File: src/rtl/dos_pkg.sv
// package: register map, field layout and constants of the offset/shift-pulse bank
package dos_pkg;
    // register indices; byte address is four times the index
    localparam logic [4:0] IDX_LINE1_OFFSET = 5'h0f;
    localparam logic [4:0] IDX_LINE2_OFFSET = 5'h10;
    localparam logic [4:0] IDX_LINE3_OFFSET = 5'h11;
    localparam logic [4:0] IDX_LINE4_OFFSET = 5'h12;
    localparam logic [4:0] IDX_LINE5_OFFSET = 5'h13;
    localparam logic [4:0] IDX_PAGE_SELECT = 5'h1f;
    localparam logic [4:0] IDX_STATUS = 5'h1e;
    localparam logic [4:0] IDX_SHIFT_CTRL = 5'h00;
    localparam logic [4:0] IDX_SHIFT_WIDTH = 5'h01;
    localparam logic [4:0] IDX_SHIFT_PERIOD = 5'h04;
    // pages
    localparam logic [7:0] PAGE_OFFSETS = 8'h01;
    localparam logic [7:0] PAGE_TIMING = 8'h02;
    // reset values
    localparam logic [6:0] OFFSET_RESET = 7'h40;
    localparam logic [7:0] PAGE_RESET = 8'h00;
    localparam logic [7:0] SHIFT_CTRL_RESET = 8'h00;
    localparam logic [7:0] SHIFT_WIDTH_RESET = 8'h27;
    localparam logic [7:0] SHIFT_PERIOD_RESET = 8'hff;
    // shift-pulse control fields
    localparam int unsigned SP_TRISTATE_BIT = 7;
    localparam int unsigned SP_MASTER_BIT = 6;
    localparam int unsigned SP_MODE_HI = 5;
    localparam int unsigned SP_MODE_LO = 4;
    localparam logic [1:0] SP_MODE_LOW = 2'h2;
    localparam logic [1:0] SP_MODE_HIGH = 2'h3;
    // widths and counts
    localparam int unsigned NUM_LINES = 5;
    localparam int unsigned OFFSET_W = 7;
    localparam int unsigned ADC_W = 16;
    localparam int unsigned PERIOD_UNIT = 16;
    // shift-pulse generator states
    typedef enum logic [0:0] {SPG_IDLE, SPG_PULSE} dos_spg_state_t;
endpackage

File: src/rtl/dos_cfg_if.sv
// interface: configuration and status between register bank and its users
`timescale 1ns/100ps
interface dos_cfg_if;
    logic [4:0][6:0] line_offset; // per-line / per-input offsets
    logic [7:0] shift_ctrl; // shift-pulse control
    logic [7:0] shift_width; // pulse width code
    logic [7:0] shift_period; // master period code
    logic gate_level; // pin level driven
    logic gate_busy; // pulse in progress
    modport regs (output line_offset, shift_ctrl, shift_width, shift_period,
        input gate_level, gate_busy);
    modport offset_user (input line_offset);
    modport pulse_user (input shift_ctrl, shift_width, shift_period,
        output gate_level, gate_busy);
endinterface

File: src/rtl/dos_offset_adder.sv
// module: adds the selected digital offset to the converter result
`timescale 1ns/100ps
module dos_offset_adder
    import dos_pkg::*;
(
    // clock and reset
    input wire logic pclk,
    input wire logic presetn,
    // configuration
    dos_cfg_if.offset_user cfg,
    // converter side
    input wire logic adc_valid,
    input wire logic [15:0] adc_result,
    input wire logic line_multiplexed_mode,
    input wire logic [2:0] line_colour,
    input wire logic [1:0] input_channel,
    output logic [15:0] corrected,
    output logic corrected_valid
);
    // registered state
    typedef struct packed {
        logic [15:0] data;
        logic valid;
    } dos_add_state_t;
    dos_add_state_t st_q, st_d;
    logic [6:0] sel;
    logic signed [17:0] sum;

    // pick offset, remove the binary bias, saturate
    always_comb begin
        st_d = st_q;
        sel = OFFSET_RESET; // bias value means no offset
        if (line_multiplexed_mode) begin
            if (line_colour < 3'(NUM_LINES)) begin
                sel = cfg.line_offset[line_colour];
            end
        end else if (input_channel != 2'h3) begin
            sel = cfg.line_offset[input_channel];
        end
        sum = $signed({2'h0, adc_result}) + $signed({11'h0, sel})
            - $signed({11'h0, OFFSET_RESET});
        st_d.valid = adc_valid;
        if (adc_valid) begin
            if (sum < 0) begin
                st_d.data = 16'h0000;
            end else if (sum > 18'sh0ffff) begin
                st_d.data = 16'hffff;
            end else begin
                st_d.data = sum[15:0];
            end
        end
    end

    // state register
    always_ff @(posedge pclk or negedge presetn) begin
        if (!presetn) begin
            st_q <= '0;
        end else begin
            st_q <= st_d;
        end
    end

    assign corrected = st_q.data;
    assign corrected_valid = st_q.valid;
endmodule

File: src/rtl/dos_shift_pulse_gen.sv
// module: transfer gate pulse generator, slave or master timing
`timescale 1ns/100ps
module dos_shift_pulse_gen
    import dos_pkg::*;
(
    // clock and reset
    input wire logic pclk,
    input wire logic presetn,
    // configuration
    dos_cfg_if.pulse_user cfg,
    // sensor side
    input wire logic transfer_request_input,
    output logic transfer_gate_pulse_o,
    output logic transfer_gate_pulse_oe
);
    // registered state
    typedef struct packed {
        dos_spg_state_t st;
        logic [8:0] width_cnt;
        logic [11:0] period_cnt;
        logic req_q;
        logic pin;
        logic oe;
    } dos_spg_reg_t;
    dos_spg_reg_t r_q, r_d;
    logic start;
    logic [1:0] mode;

    // start, count and shape the pulse
    always_comb begin
        r_d = r_q;
        r_d.req_q = transfer_request_input;
        start = 1'b0;
        if (cfg.shift_ctrl[SP_MASTER_BIT]) begin
            // master: free period counter
            if (r_q.period_cnt == 12'h000) begin
                r_d.period_cnt = 12'(({4'h0, cfg.shift_period} + 12'h001) * PERIOD_UNIT - 1);
                start = 1'b1;
            end else begin
                r_d.period_cnt = r_q.period_cnt - 12'h001;
            end
        end else begin
            // slave: rising edge of the request
            r_d.period_cnt = 12'h000;
            start = transfer_request_input && !r_q.req_q;
        end
        unique case (r_q.st)
            SPG_IDLE: begin
                if (start) begin
                    r_d.st = SPG_PULSE;
                    r_d.width_cnt = {cfg.shift_width, 1'b0}; // 2*w+1 cycles
                end
            end
            SPG_PULSE: begin
                if (r_q.width_cnt == 9'h000) begin
                    r_d.st = SPG_IDLE;
                end else begin
                    r_d.width_cnt = r_q.width_cnt - 9'h001;
                end
            end
        endcase
        mode = cfg.shift_ctrl[SP_MODE_HI:SP_MODE_LO];
        if (mode == SP_MODE_LOW) begin
            r_d.pin = 1'b0;
        end else if (mode == SP_MODE_HIGH) begin
            r_d.pin = 1'b1;
        end else begin
            r_d.pin = (r_d.st == SPG_PULSE);
        end
        r_d.oe = !cfg.shift_ctrl[SP_TRISTATE_BIT];
    end

    // state register
    always_ff @(posedge pclk or negedge presetn) begin
        if (!presetn) begin
            r_q <= '0;
        end else begin
            r_q <= r_d;
        end
    end

    assign transfer_gate_pulse_o = r_q.pin;
    assign transfer_gate_pulse_oe = r_q.oe;
    assign cfg.gate_level = r_q.pin;
    assign cfg.gate_busy = (r_q.st == SPG_PULSE);
endmodule

File: src/rtl/dos_top.sv
// top: APB register bank for digital offsets and transfer gate pulse control
// Function
// - line-multiplexed mode adds offset of current line
// - other modes: offsets one-three serve red/green/blue
// - offsets four and five ignored outside line-multiplexed
// - offsets are offset binary, reset means zero
// - accesses routed by page select, resets zero
// - tristate bit one floats pulse, zero drives
// - source bit zero: pulse started by request
// - source bit one: internal period and width
//
// Implementation choice: the APB interface to the registers.
`timescale 1ns/100ps
module dos_top
    import dos_pkg::*;
(
    // clock and reset
    input wire logic pclk,
    input wire logic presetn,
    // apb slave
    input wire logic psel,
    input wire logic penable,
    input wire logic pwrite,
    input wire logic [7:0] paddr,
    input wire logic [31:0] pwdata,
    output logic [31:0] prdata,
    output logic pready,
    output logic pslverr,
    // converter data path
    input wire logic adc_valid,
    input wire logic [15:0] adc_result,
    input wire logic line_multiplexed_mode,
    input wire logic [2:0] line_colour,
    input wire logic [1:0] input_channel,
    output logic [15:0] corrected,
    output logic corrected_valid,
    // sensor timing
    input wire logic transfer_request_input,
    output logic transfer_gate_pulse_o,
    output logic transfer_gate_pulse_oe
);
    import dos_pkg::*;

    // register identities after page decode
    typedef enum logic [3:0] {
        RID_NONE, RID_LINE1, RID_LINE2, RID_LINE3, RID_LINE4, RID_LINE5,
        RID_PAGE, RID_STATUS, RID_SHIFT_CTRL, RID_SHIFT_WIDTH, RID_SHIFT_PERIOD
    } dos_rid_t;

    // all register state of the bank
    typedef struct packed {
        logic [7:0] page; // page select
        logic [4:0][6:0] line_offset; // five offset registers
        logic [7:0] shift_ctrl; // shift-pulse control
        logic [7:0] shift_width; // pulse width code
        logic [7:0] shift_period; // master period code
        logic [7:0] rdata; // captured read data
        logic err; // captured error answer
    } dos_bank_t;

    dos_bank_t b_q, b_d;
    dos_rid_t rid; // decoded target of current access
    logic setup_phase; // first cycle of a transfer
    logic write_done; // access phase of a write
    logic [7:0] wbyte; // low write byte

    // configuration carrier to the users
    dos_cfg_if cfg ();

    // decode address and current page into a register identity
    function automatic dos_rid_t decode(input logic [7:0] addr, input logic [7:0] page);
        dos_rid_t id;
        id = RID_NONE;
        // misaligned addresses hit nothing
        if (addr[1:0] == 2'h0) begin
            // upper half of the map is never decoded
            if (addr[7]) begin
                id = RID_NONE;
            // page select and status are reachable on every page
            end else if (addr[6:2] == IDX_PAGE_SELECT) begin
                id = RID_PAGE;
            end else if (addr[6:2] == IDX_STATUS) begin
                id = RID_STATUS;
            end else if (page == PAGE_OFFSETS) begin
                // offset page
                unique case (addr[6:2])
                    IDX_LINE1_OFFSET: id = RID_LINE1;
                    IDX_LINE2_OFFSET: id = RID_LINE2;
                    IDX_LINE3_OFFSET: id = RID_LINE3;
                    IDX_LINE4_OFFSET: id = RID_LINE4;
                    IDX_LINE5_OFFSET: id = RID_LINE5;
                    default: id = RID_NONE;
                endcase
            end else if (page == PAGE_TIMING) begin
                // timing generator page
                unique case (addr[6:2])
                    IDX_SHIFT_CTRL: id = RID_SHIFT_CTRL;
                    IDX_SHIFT_WIDTH: id = RID_SHIFT_WIDTH;
                    IDX_SHIFT_PERIOD: id = RID_SHIFT_PERIOD;
                    default: id = RID_NONE;
                endcase
            end
        end
        return id;
    endfunction

    // index of an offset register within the line array
    function automatic logic [2:0] line_index(input dos_rid_t id);
        logic [2:0] idx;
        idx = 3'h0;
        unique case (id)
            RID_LINE2: idx = 3'h1;
            RID_LINE3: idx = 3'h2;
            RID_LINE4: idx = 3'h3;
            RID_LINE5: idx = 3'h4;
            default: idx = 3'h0;
        endcase
        return idx;
    endfunction

    // decode with the page register as it stands now
    assign rid = decode(paddr, b_q.page);
    assign setup_phase = psel && !penable;
    assign write_done = psel && penable && pwrite;
    assign wbyte = pwdata[7:0];

    // next-state logic of the bank
    always_comb begin
        b_d = b_q;
        // read data and error are captured in the setup cycle
        if (setup_phase) begin
            b_d.err = (rid == RID_NONE);
            b_d.rdata = 8'h00;
            if (!pwrite) begin
                unique case (rid)
                    RID_LINE1, RID_LINE2, RID_LINE3, RID_LINE4, RID_LINE5: begin
                        // unused top bit reads zero
                        b_d.rdata = {1'b0, b_q.line_offset[line_index(rid)]};
                    end
                    RID_PAGE: begin
                        b_d.rdata = b_q.page;
                    end
                    RID_STATUS: begin
                        // live generator state
                        b_d.rdata = {6'h00, cfg.gate_busy, cfg.gate_level};
                    end
                    RID_SHIFT_CTRL: begin
                        b_d.rdata = b_q.shift_ctrl;
                    end
                    RID_SHIFT_WIDTH: begin
                        b_d.rdata = b_q.shift_width;
                    end
                    RID_SHIFT_PERIOD: begin
                        b_d.rdata = b_q.shift_period;
                    end
                    default: begin
                        b_d.rdata = 8'h00;
                    end
                endcase
            end
        end
        // writes land in the access phase, zero wait states
        if (write_done && !b_q.err) begin
            unique case (rid)
                RID_LINE1, RID_LINE2, RID_LINE3, RID_LINE4, RID_LINE5: begin
                    // top bit is not stored
                    b_d.line_offset[line_index(rid)] = wbyte[6:0];
                end
                RID_PAGE: begin
                    // new page applies to the next access
                    b_d.page = wbyte;
                end
                RID_SHIFT_CTRL: begin
                    b_d.shift_ctrl = wbyte;
                end
                RID_SHIFT_WIDTH: begin
                    b_d.shift_width = wbyte;
                end
                RID_SHIFT_PERIOD: begin
                    b_d.shift_period = wbyte;
                end
                default: begin
                    // status and unmapped: nothing stored
                end
            endcase
        end
    end

    // bank register, reset to documented defaults
    always_ff @(posedge pclk or negedge presetn) begin
        if (!presetn) begin
            b_q.page <= PAGE_RESET;
            b_q.line_offset <= {NUM_LINES{OFFSET_RESET}};
            b_q.shift_ctrl <= SHIFT_CTRL_RESET;
            b_q.shift_width <= SHIFT_WIDTH_RESET;
            b_q.shift_period <= SHIFT_PERIOD_RESET;
            b_q.rdata <= 8'h00;
            b_q.err <= 1'b0;
        end else begin
            b_q <= b_d;
        end
    end

    // apb answer: always ready, error on unmapped
    assign pready = 1'b1;
    assign prdata = {24'h000000, b_q.rdata};
    assign pslverr = psel && penable && b_q.err;

    // configuration out to the users
    assign cfg.line_offset = b_q.line_offset;
    assign cfg.shift_ctrl = b_q.shift_ctrl;
    assign cfg.shift_width = b_q.shift_width;
    assign cfg.shift_period = b_q.shift_period;

    // offset adder on the converter result
    dos_offset_adder u_adder (
        .pclk(pclk),
        .presetn(presetn),
        .cfg(cfg.offset_user),
        .adc_valid(adc_valid),
        .adc_result(adc_result),
        .line_multiplexed_mode(line_multiplexed_mode),
        .line_colour(line_colour),
        .input_channel(input_channel),
        .corrected(corrected),
        .corrected_valid(corrected_valid)
    );

    // transfer gate pulse generator
    dos_shift_pulse_gen u_pulse (
        .pclk(pclk),
        .presetn(presetn),
        .cfg(cfg.pulse_user),
        .transfer_request_input(transfer_request_input),
        .transfer_gate_pulse_o(transfer_gate_pulse_o),
        .transfer_gate_pulse_oe(transfer_gate_pulse_oe)
    );
endmodule

File: config.mk
export PLATFORM = sky130hd
export DESIGN_NAME = dos_top
export DESIGN_NICKNAME = d
export VERILOG_FILES = /design/src/rtl/dos_pkg.sv /design/src/rtl/dos_cfg_if.sv /design/src/rtl/dos_offset_adder.sv /design/src/rtl/dos_shift_pulse_gen.sv /design/src/rtl/dos_top.sv
export SDC_FILE = /design/constraint.sdc
export NUM_CORES = 1
export LEC_CHECK = 0
export BUFFER_PORTS_ARGS = -buffer_cell sky130_fd_sc_hd__buf_2
export CELL_PAD_IN_SITES_DETAIL_PLACEMENT = 1
export CELL_PAD_IN_SITES_GLOBAL_PLACEMENT = 2
export CORE_ASPECT_RATIO = 0.75
export CORE_MARGIN = 8
export CORE_UTILIZATION = 39
export DETAILED_ROUTE_END_ITERATION = 10
export MAX_ROUTING_LAYER = met4
export PLACE_DENSITY_LB_ADDON = 0.1
export SYNTH_ARGS = -nofsm -noshare
export SYNTH_HDL_FRONTEND = slang
export SYNTH_HIERARCHICAL = 1
export SYNTH_SLANG_ARGS = --single-unit
export TNS_END_PERCENT = 5
File: constraint.sdc
create_clock -name pclk -period 7.25 [get_ports pclk]
set_input_delay 1.45 -clock pclk [delete_from_list [all_inputs] [get_ports pclk]]
set_output_delay 1.45 -clock pclk [all_outputs]
set_load 0.05 [all_outputs]
* Word level (Yosys, flattened, before mapping)
Cells that the tools add are included.
Operators by class: add/subtract/negate cells 6, magnitude comparators 8, equal/unequal tests 26, muxes and demuxes 39, bitwise gates (word level) 1, reductions and logical operators 23
Operators with widths (number):
- 2-to-1 mux 7 bit | 7
- case mux 8 bit (6 select lines) | 1
- binary-select mux 7 bit (select 3 bit) | 2
- bitwise mux 35 bit | 1
- 2-to-1 mux 16 bit | 2
- equality test 5 bit (second input constant) | 6
- 2-to-1 mux 12 bit | 2
- 2-to-1 mux 4 bit | 6
- subtractor 12 x 1 -> 12 bit (second input constant) | 2
- demux 7 bit (select 3 bit) | 1
- case mux 10 bit (2 select lines) | 1
- greater-than comparator 18 x 17 -> 1 bit (second input constant) | 1
- less-than comparator 18 x 1 -> 1 bit (second input constant) | 1
- subtractor 17 x 7 -> 18 bit (second input constant) | 1
- adder 16 x 7 -> 17 bit | 1
- equality test 4 x 3 -> 1 bit (second input constant) | 4
- case mux 3 bit (5 select lines) | 1
- binary-select mux 7 bit (select 2 bit) | 1
- equality test 4 bit (second input constant) | 3
- zero test 12 bit | 1
- less-than comparator 3 x 4 -> 1 bit (second input constant) | 3
- 2-to-1 mux 3 bit | 4
- case mux 3 bit (4 select lines) | 1
- case mux 4 bit (3 select lines) | 1
- other kinds (28) | 49
Storage, ports and cells: register bits 118, bits of input ports 69, logic and storage cells 122

* Longest topological paths before layout
depth in word-level cells 17, depth in mapped cells 16

* By module
Netlist, hierarchy kept.
Modules (own cells, without submodules):
- dos_top | instances 1, cells each 373, area an instance 4121.5 sq um, seq. area each 1923.1 sq um
- dos_offset_adder | instances 1, cells each 227, area an instance 2040.7 sq um, seq. area each 425.4 sq um
- dos_shift_pulse_gen | instances 1, cells each 201, area an instance 1811.7 sq um, seq. area each 625.6 sq um

* Least setup slack after synthesis
Ideal clock, no wire load.
kind input -> register, start in line_colour[0], end reg u_adder.st_q, in the netlist u_adder/corrected[11], arrival 4754 ps, required time 7163 ps, path slack 2409 ps, stages on the path 15, buffers on the path 2, cell sequence clkbuf_1 > mux4_2 > a221oi_1 > a21oi_1 > ha_1 > ha_1 > inv_1 > fa_1 > nand2b_1 > a211oi_1 > o21ai_0 > or3b_1 > a21oi_4 > buf_6 > a211oi_2
Between the ends: word-level cells in the longest chain between the ends 9
RTL lines:
- start: declaration | line dos_top.sv:33 | input wire logic [2:0] line_colour,
- binary-select mux 7 bit (select 3 bit) | line dos_offset_adder.sv:35 | sel = cfg.line_offset[line_colour];
- 2-to-1 mux 7 bit (not written as such) | line dos_offset_adder.sv:35
- 2-to-1 mux 7 bit (*) | line dos_offset_adder.sv:34 | if (line_colour < 3'(NUM_LINES)) begin
- 2-to-1 mux 7 bit (*) | line dos_offset_adder.sv:33 | if (line_multiplexed_mode) begin
- adder 16 x 7 -> 17 bit (*) | line dos_offset_adder.sv:40 | sum = $signed({2'h0, adc_result}) + $signed({11'h0, sel})
- subtractor 17 x 7 -> 18 bit (*) | line dos_offset_adder.sv:41 | - $signed({11'h0, OFFSET_RESET});
- greater-than comparator 18 x 17 -> 1 bit | line dos_offset_adder.sv:46 | end else if (sum > 18'sh0ffff) begin
- 2-to-1 mux 16 bit | line dos_offset_adder.sv:46
- 2-to-1 mux 16 bit (*) | line dos_offset_adder.sv:44 | if (sum < 0) begin
- end signal: assignment | line dos_offset_adder.sv:59 | st_q <= st_d;
- end: declaration | line dos_offset_adder.sv:25 | dos_add_state_t st_q, st_d;
Mark *: on every way between the ends. The rest lies on a longest branch, timed or not. The select of a mux whose other input is x is not followed. A chain may end at the register's enable or synchronous reset.

* Worst setup path after layout
start in line_colour[2], end reg u_adder.st_q, in the netlist u_adder/corrected[1]
Same word-level chain as after synthesis.

==> flow_summary.ini <==
[worst_setup_path]
crit_start = line_colour[2]
critPathArrivalTime_ns = 5.25
cp_cell_sequence = buf_2 -> inv_1 -> nor3_1 -> a221oi_1 -> a21oi_1 -> ha_1 -> ha_1 -> inv_1 -> fa_1 -> nand2b_1 -> a211oi_1 -> o21ai_0 -> or3b_1 -> a21oi_4 -> a211oi_1
cpLargestDelayFamily = compound AO/OA/AOI/OAI gates
critical-path-max-stage-delay_ns = 0.73
cp_num_cells = 15
cp-end-kind = flop
path_buf_inv = 3
startpoint_type = primary input
crit_required_ns = 7.52
r2r_setup_slack_ns = 3.29
r2r_cells = 13
timing.rr.start = b_q[34]$_DFFE_PN0P_
slowest_stage = nor3_1
worstSetupPathType = primary input to flop
critPathCapture = u_adder/corrected[1]$_DFFE_PN0P_
reg2reg_to = u_adder/corrected[1]$_DFFE_PN0P_
critical_path.max_fanout = 16

[yosys]
synth_top_area_share_pct = 31.7
synth_edf_count = 0
synth-seq-cells = 118
yosys_warnings = 6
synthCells = 801
yosysUniqueCellTypes = 90
synth_top_area_cell = dfrtp_1
syn_avg_cell_area_um2 = 9.95
yosysSeqAreaShare_pct = 37.3
synth_ff_type = dfrtp_1
netlist_area_um2 = 7970
yosys-top-cells-area = dfrtp_1 32%, mux2_2 9.9%, dfstp_2 5.6%
synthArstFlopShare_pct = 100

[global_route]
grt_max_degree = 64
grt_usage_pct = 20.5
grt_pass1_wl_mm = 39.9
gr-total-overflow = 0
grt_pass1_vias = 7141
antenna_found_initial = 0

[clock_network]
cts_setup_buffers = 0
cts_htree_levels = 4
cts_tree = yes
cts_buffers = 17
max-clock-path-buffers = 2
cts_resized = 0
cts_hold_buf = 0
clkSlewWorstSetupHoldPaths_ns = 0.06
clock_latency_ns = 0.42
clockRootBuffer = clkbuf_16
cts_sinks = 118

[layout]
syn_to_final_growth_pct = 12.9
n_antenna_cell = 0
drive_gt1_share_pct = 28.2
final_nets = 950

[sta]
min_period_ns = 4.98
layout_setup_ws_ns = 2.27
min_period_over_period_pct = 68.7
finalSetupViolCount = 0
drv_slew = 0
maxSlewHeadroom_pct = 28.8
tightest_slew_ns = 1.06
rsz0062_at_grt = false
setup_tns_ns = 0
hold_ws_ns = 0.448
final_hold_viol_count = 0
skew_ns = 0.00819
fmax_mhz = 201

[die]
initial_core_util_pct = 39.6
die_w_um = 181
design.die.area_um2 = 25300
core.rowCount = 45
io_pins = 122
core_area_um2 = 20200
die_y_um = 140

[power_and_ir_drop]
vdd.ir_drop.worst_v = 0.000142
finalPower_mw = 1.90
power.density_nw_per_um2 = 211
leakagePower_nw = 4.07

[hold_path]
hold_class = flop to flop

[detailed_routing]
first_pass_iters = 4
drt_iter0_markers = 431
via_per_inst = 5.78
drc_errors = 0
post_drt_wl_per_cell_um = 22.0
vias = 6485
drt.antenna.violating_nets = 0
drt_wl_total_mm = 24.7

[placement]
dp_hpwl_mm = 18.2
place_ws_ns = 1.85
io_buffers = 72
place.gp.congestion = 0.840

[run]
drv_cap = 0

[run_status]
status = finished clean
[kinds of logic after synthesis]
group,share of synthesized area [%]
AOI/OAI and AO/OA,19.0
xor gates and xnor gates,2.86
adders and majority gates,4.80
buffers and inverters,7.19
DFF,37.3
muxes,13.5
other,0.0942
and+or+nand+nor,15.3
[flip-flops by register name, summed over array words and instances (netlist names), 8 cells and up]
register	cells
b_q	44
u_pulse/r_q	22
u_adder/corrected	16
cfg.shift_ctrl	8
cfg.shift_period	8
cfg.shift_width	8
prdata	8
[through the flow]
stage | utilization (%) | instance area, µm² | cells
after CTS | 44.7 | 9000 | 1122
after global placement | 41.5 | 8360 | 1090
final | 44.7 | 9000 | 1122
after global routing | 44.7 | 9000 | 1122
after floorplan | - | 8060 | 824
after detailed placement | 41.5 | 8360 | 1090
[final cells by class]
cell class	instances	area, µm²
well taps	258	323
multi-input cells	597	4510
clock buffers	24	502
clock inverters	8	143
flip-flops and latches	118	2970
repair buffers	76	393
inverters	41	154
fillers	2285	11200
[worst reg2reg max path, cell delays in order (launching register included)]
cell and delay (ns):
dfrtp_1 0.42, mux4_2 0.49, a221oi_1 0.28, a21oi_1 0.08, ha_1 0.30, ha_1 0.21
inv_1 0.07, fa_1 0.40, nand2b_1 0.21, a211oi_1 0.48, o21ai_0 0.19, or3b_1 0.27
a21oi_4 0.19, a211oi_1 0.28
[cells in the mapped netlist (6+ instances only)]
master,instances
or4_1,6
buf_4,34
inv_1,40
nand2b_1,7
a221oi_1,6
nand3_1,15
or3_1,7
mux2_2,70
nor3_1,21
a21oi_1,40
and2_1,6
nor2b_1,8
nor2_1,58
mux2i_1,12
mux4_2,7
ha_1,29
clkbuf_1,24
dfstp_2,17
o21ai_0,16
xor2_1,12
o211ai_1,13
a211oi_2,10
nand4_1,9
a21o_1,12
nand2_1,57
dfrtp_1,101
xnor2_1,14
o21a_1,13
o31ai_1,8
a211oi_1,10
a31oi_1,6
[layout by cell type, fill, tap and decap left out, drive strengths merged, types with 8 or more instances in the layout]
master | synthesis | final
a21o | 12 | 12
xor2 | 12 | 12
nand4 | 9 | 9
nor2b | 9 | 9
nand2 | 57 | 57
mux2 | 70 | 70
or3 | 8 | 8
a21oi | 43 | 43
a211oi | 20 | 20
o21ai | 21 | 21
o211ai | 14 | 14
nor2 | 59 | 59
nand3 | 15 | 15
nor3 | 21 | 21
clkbuf | 24 | 24
inv | 41 | 41
ha | 29 | 29
mux2i | 13 | 13
dfrtp | 101 | 101
o21a | 13 | 13
xnor2 | 14 | 14
conb | 2 | 25
o31ai | 8 | 8
dfstp | 17 | 17
buf | 44 | 76
[worst min-delay path by stage]
stage                                   from                                       end  cells past startpoint  slack (ns)
6_report       cfg.shift_ctrl[7]$_DFFE_PN0P_  u_pulse/transfer_gate_pulse_oe$_DFF_PN0_                      1        0.45
4_1_cts        cfg.shift_ctrl[7]$_DFFE_PN0P_  u_pulse/transfer_gate_pulse_oe$_DFF_PN0_                      1        0.46
3_5_place_dp   cfg.shift_ctrl[7]$_DFFE_PN0P_  u_pulse/transfer_gate_pulse_oe$_DFF_PN0_                      1        0.45
5_1_grt        cfg.shift_ctrl[7]$_DFFE_PN0P_  u_pulse/transfer_gate_pulse_oe$_DFF_PN0_                      1        0.49
3_3_place_gp   cfg.shift_ctrl[7]$_DFFE_PN0P_  u_pulse/transfer_gate_pulse_oe$_DFF_PN0_                      1        0.44
2_1_floorplan  cfg.shift_ctrl[7]$_DFFE_PN0P_  u_pulse/transfer_gate_pulse_oe$_DFF_PN0_                      1        0.41
[routing by layer]
metal / part of all wire (%) / GRT usage, %
met5: 0 / -
met4: 1.9 / 6.41
met3: 4.5 / 4.37
met1: 50 / 27.8
met2: 44 / 30.0
[report_power, final]
part | internal, mW | switching (mW)
logic | 0.0741 | 0.206
registers | 0.678 | 0.0106
clock network | 0.619 | 0.309
Power figures use the tool's default switching activity.
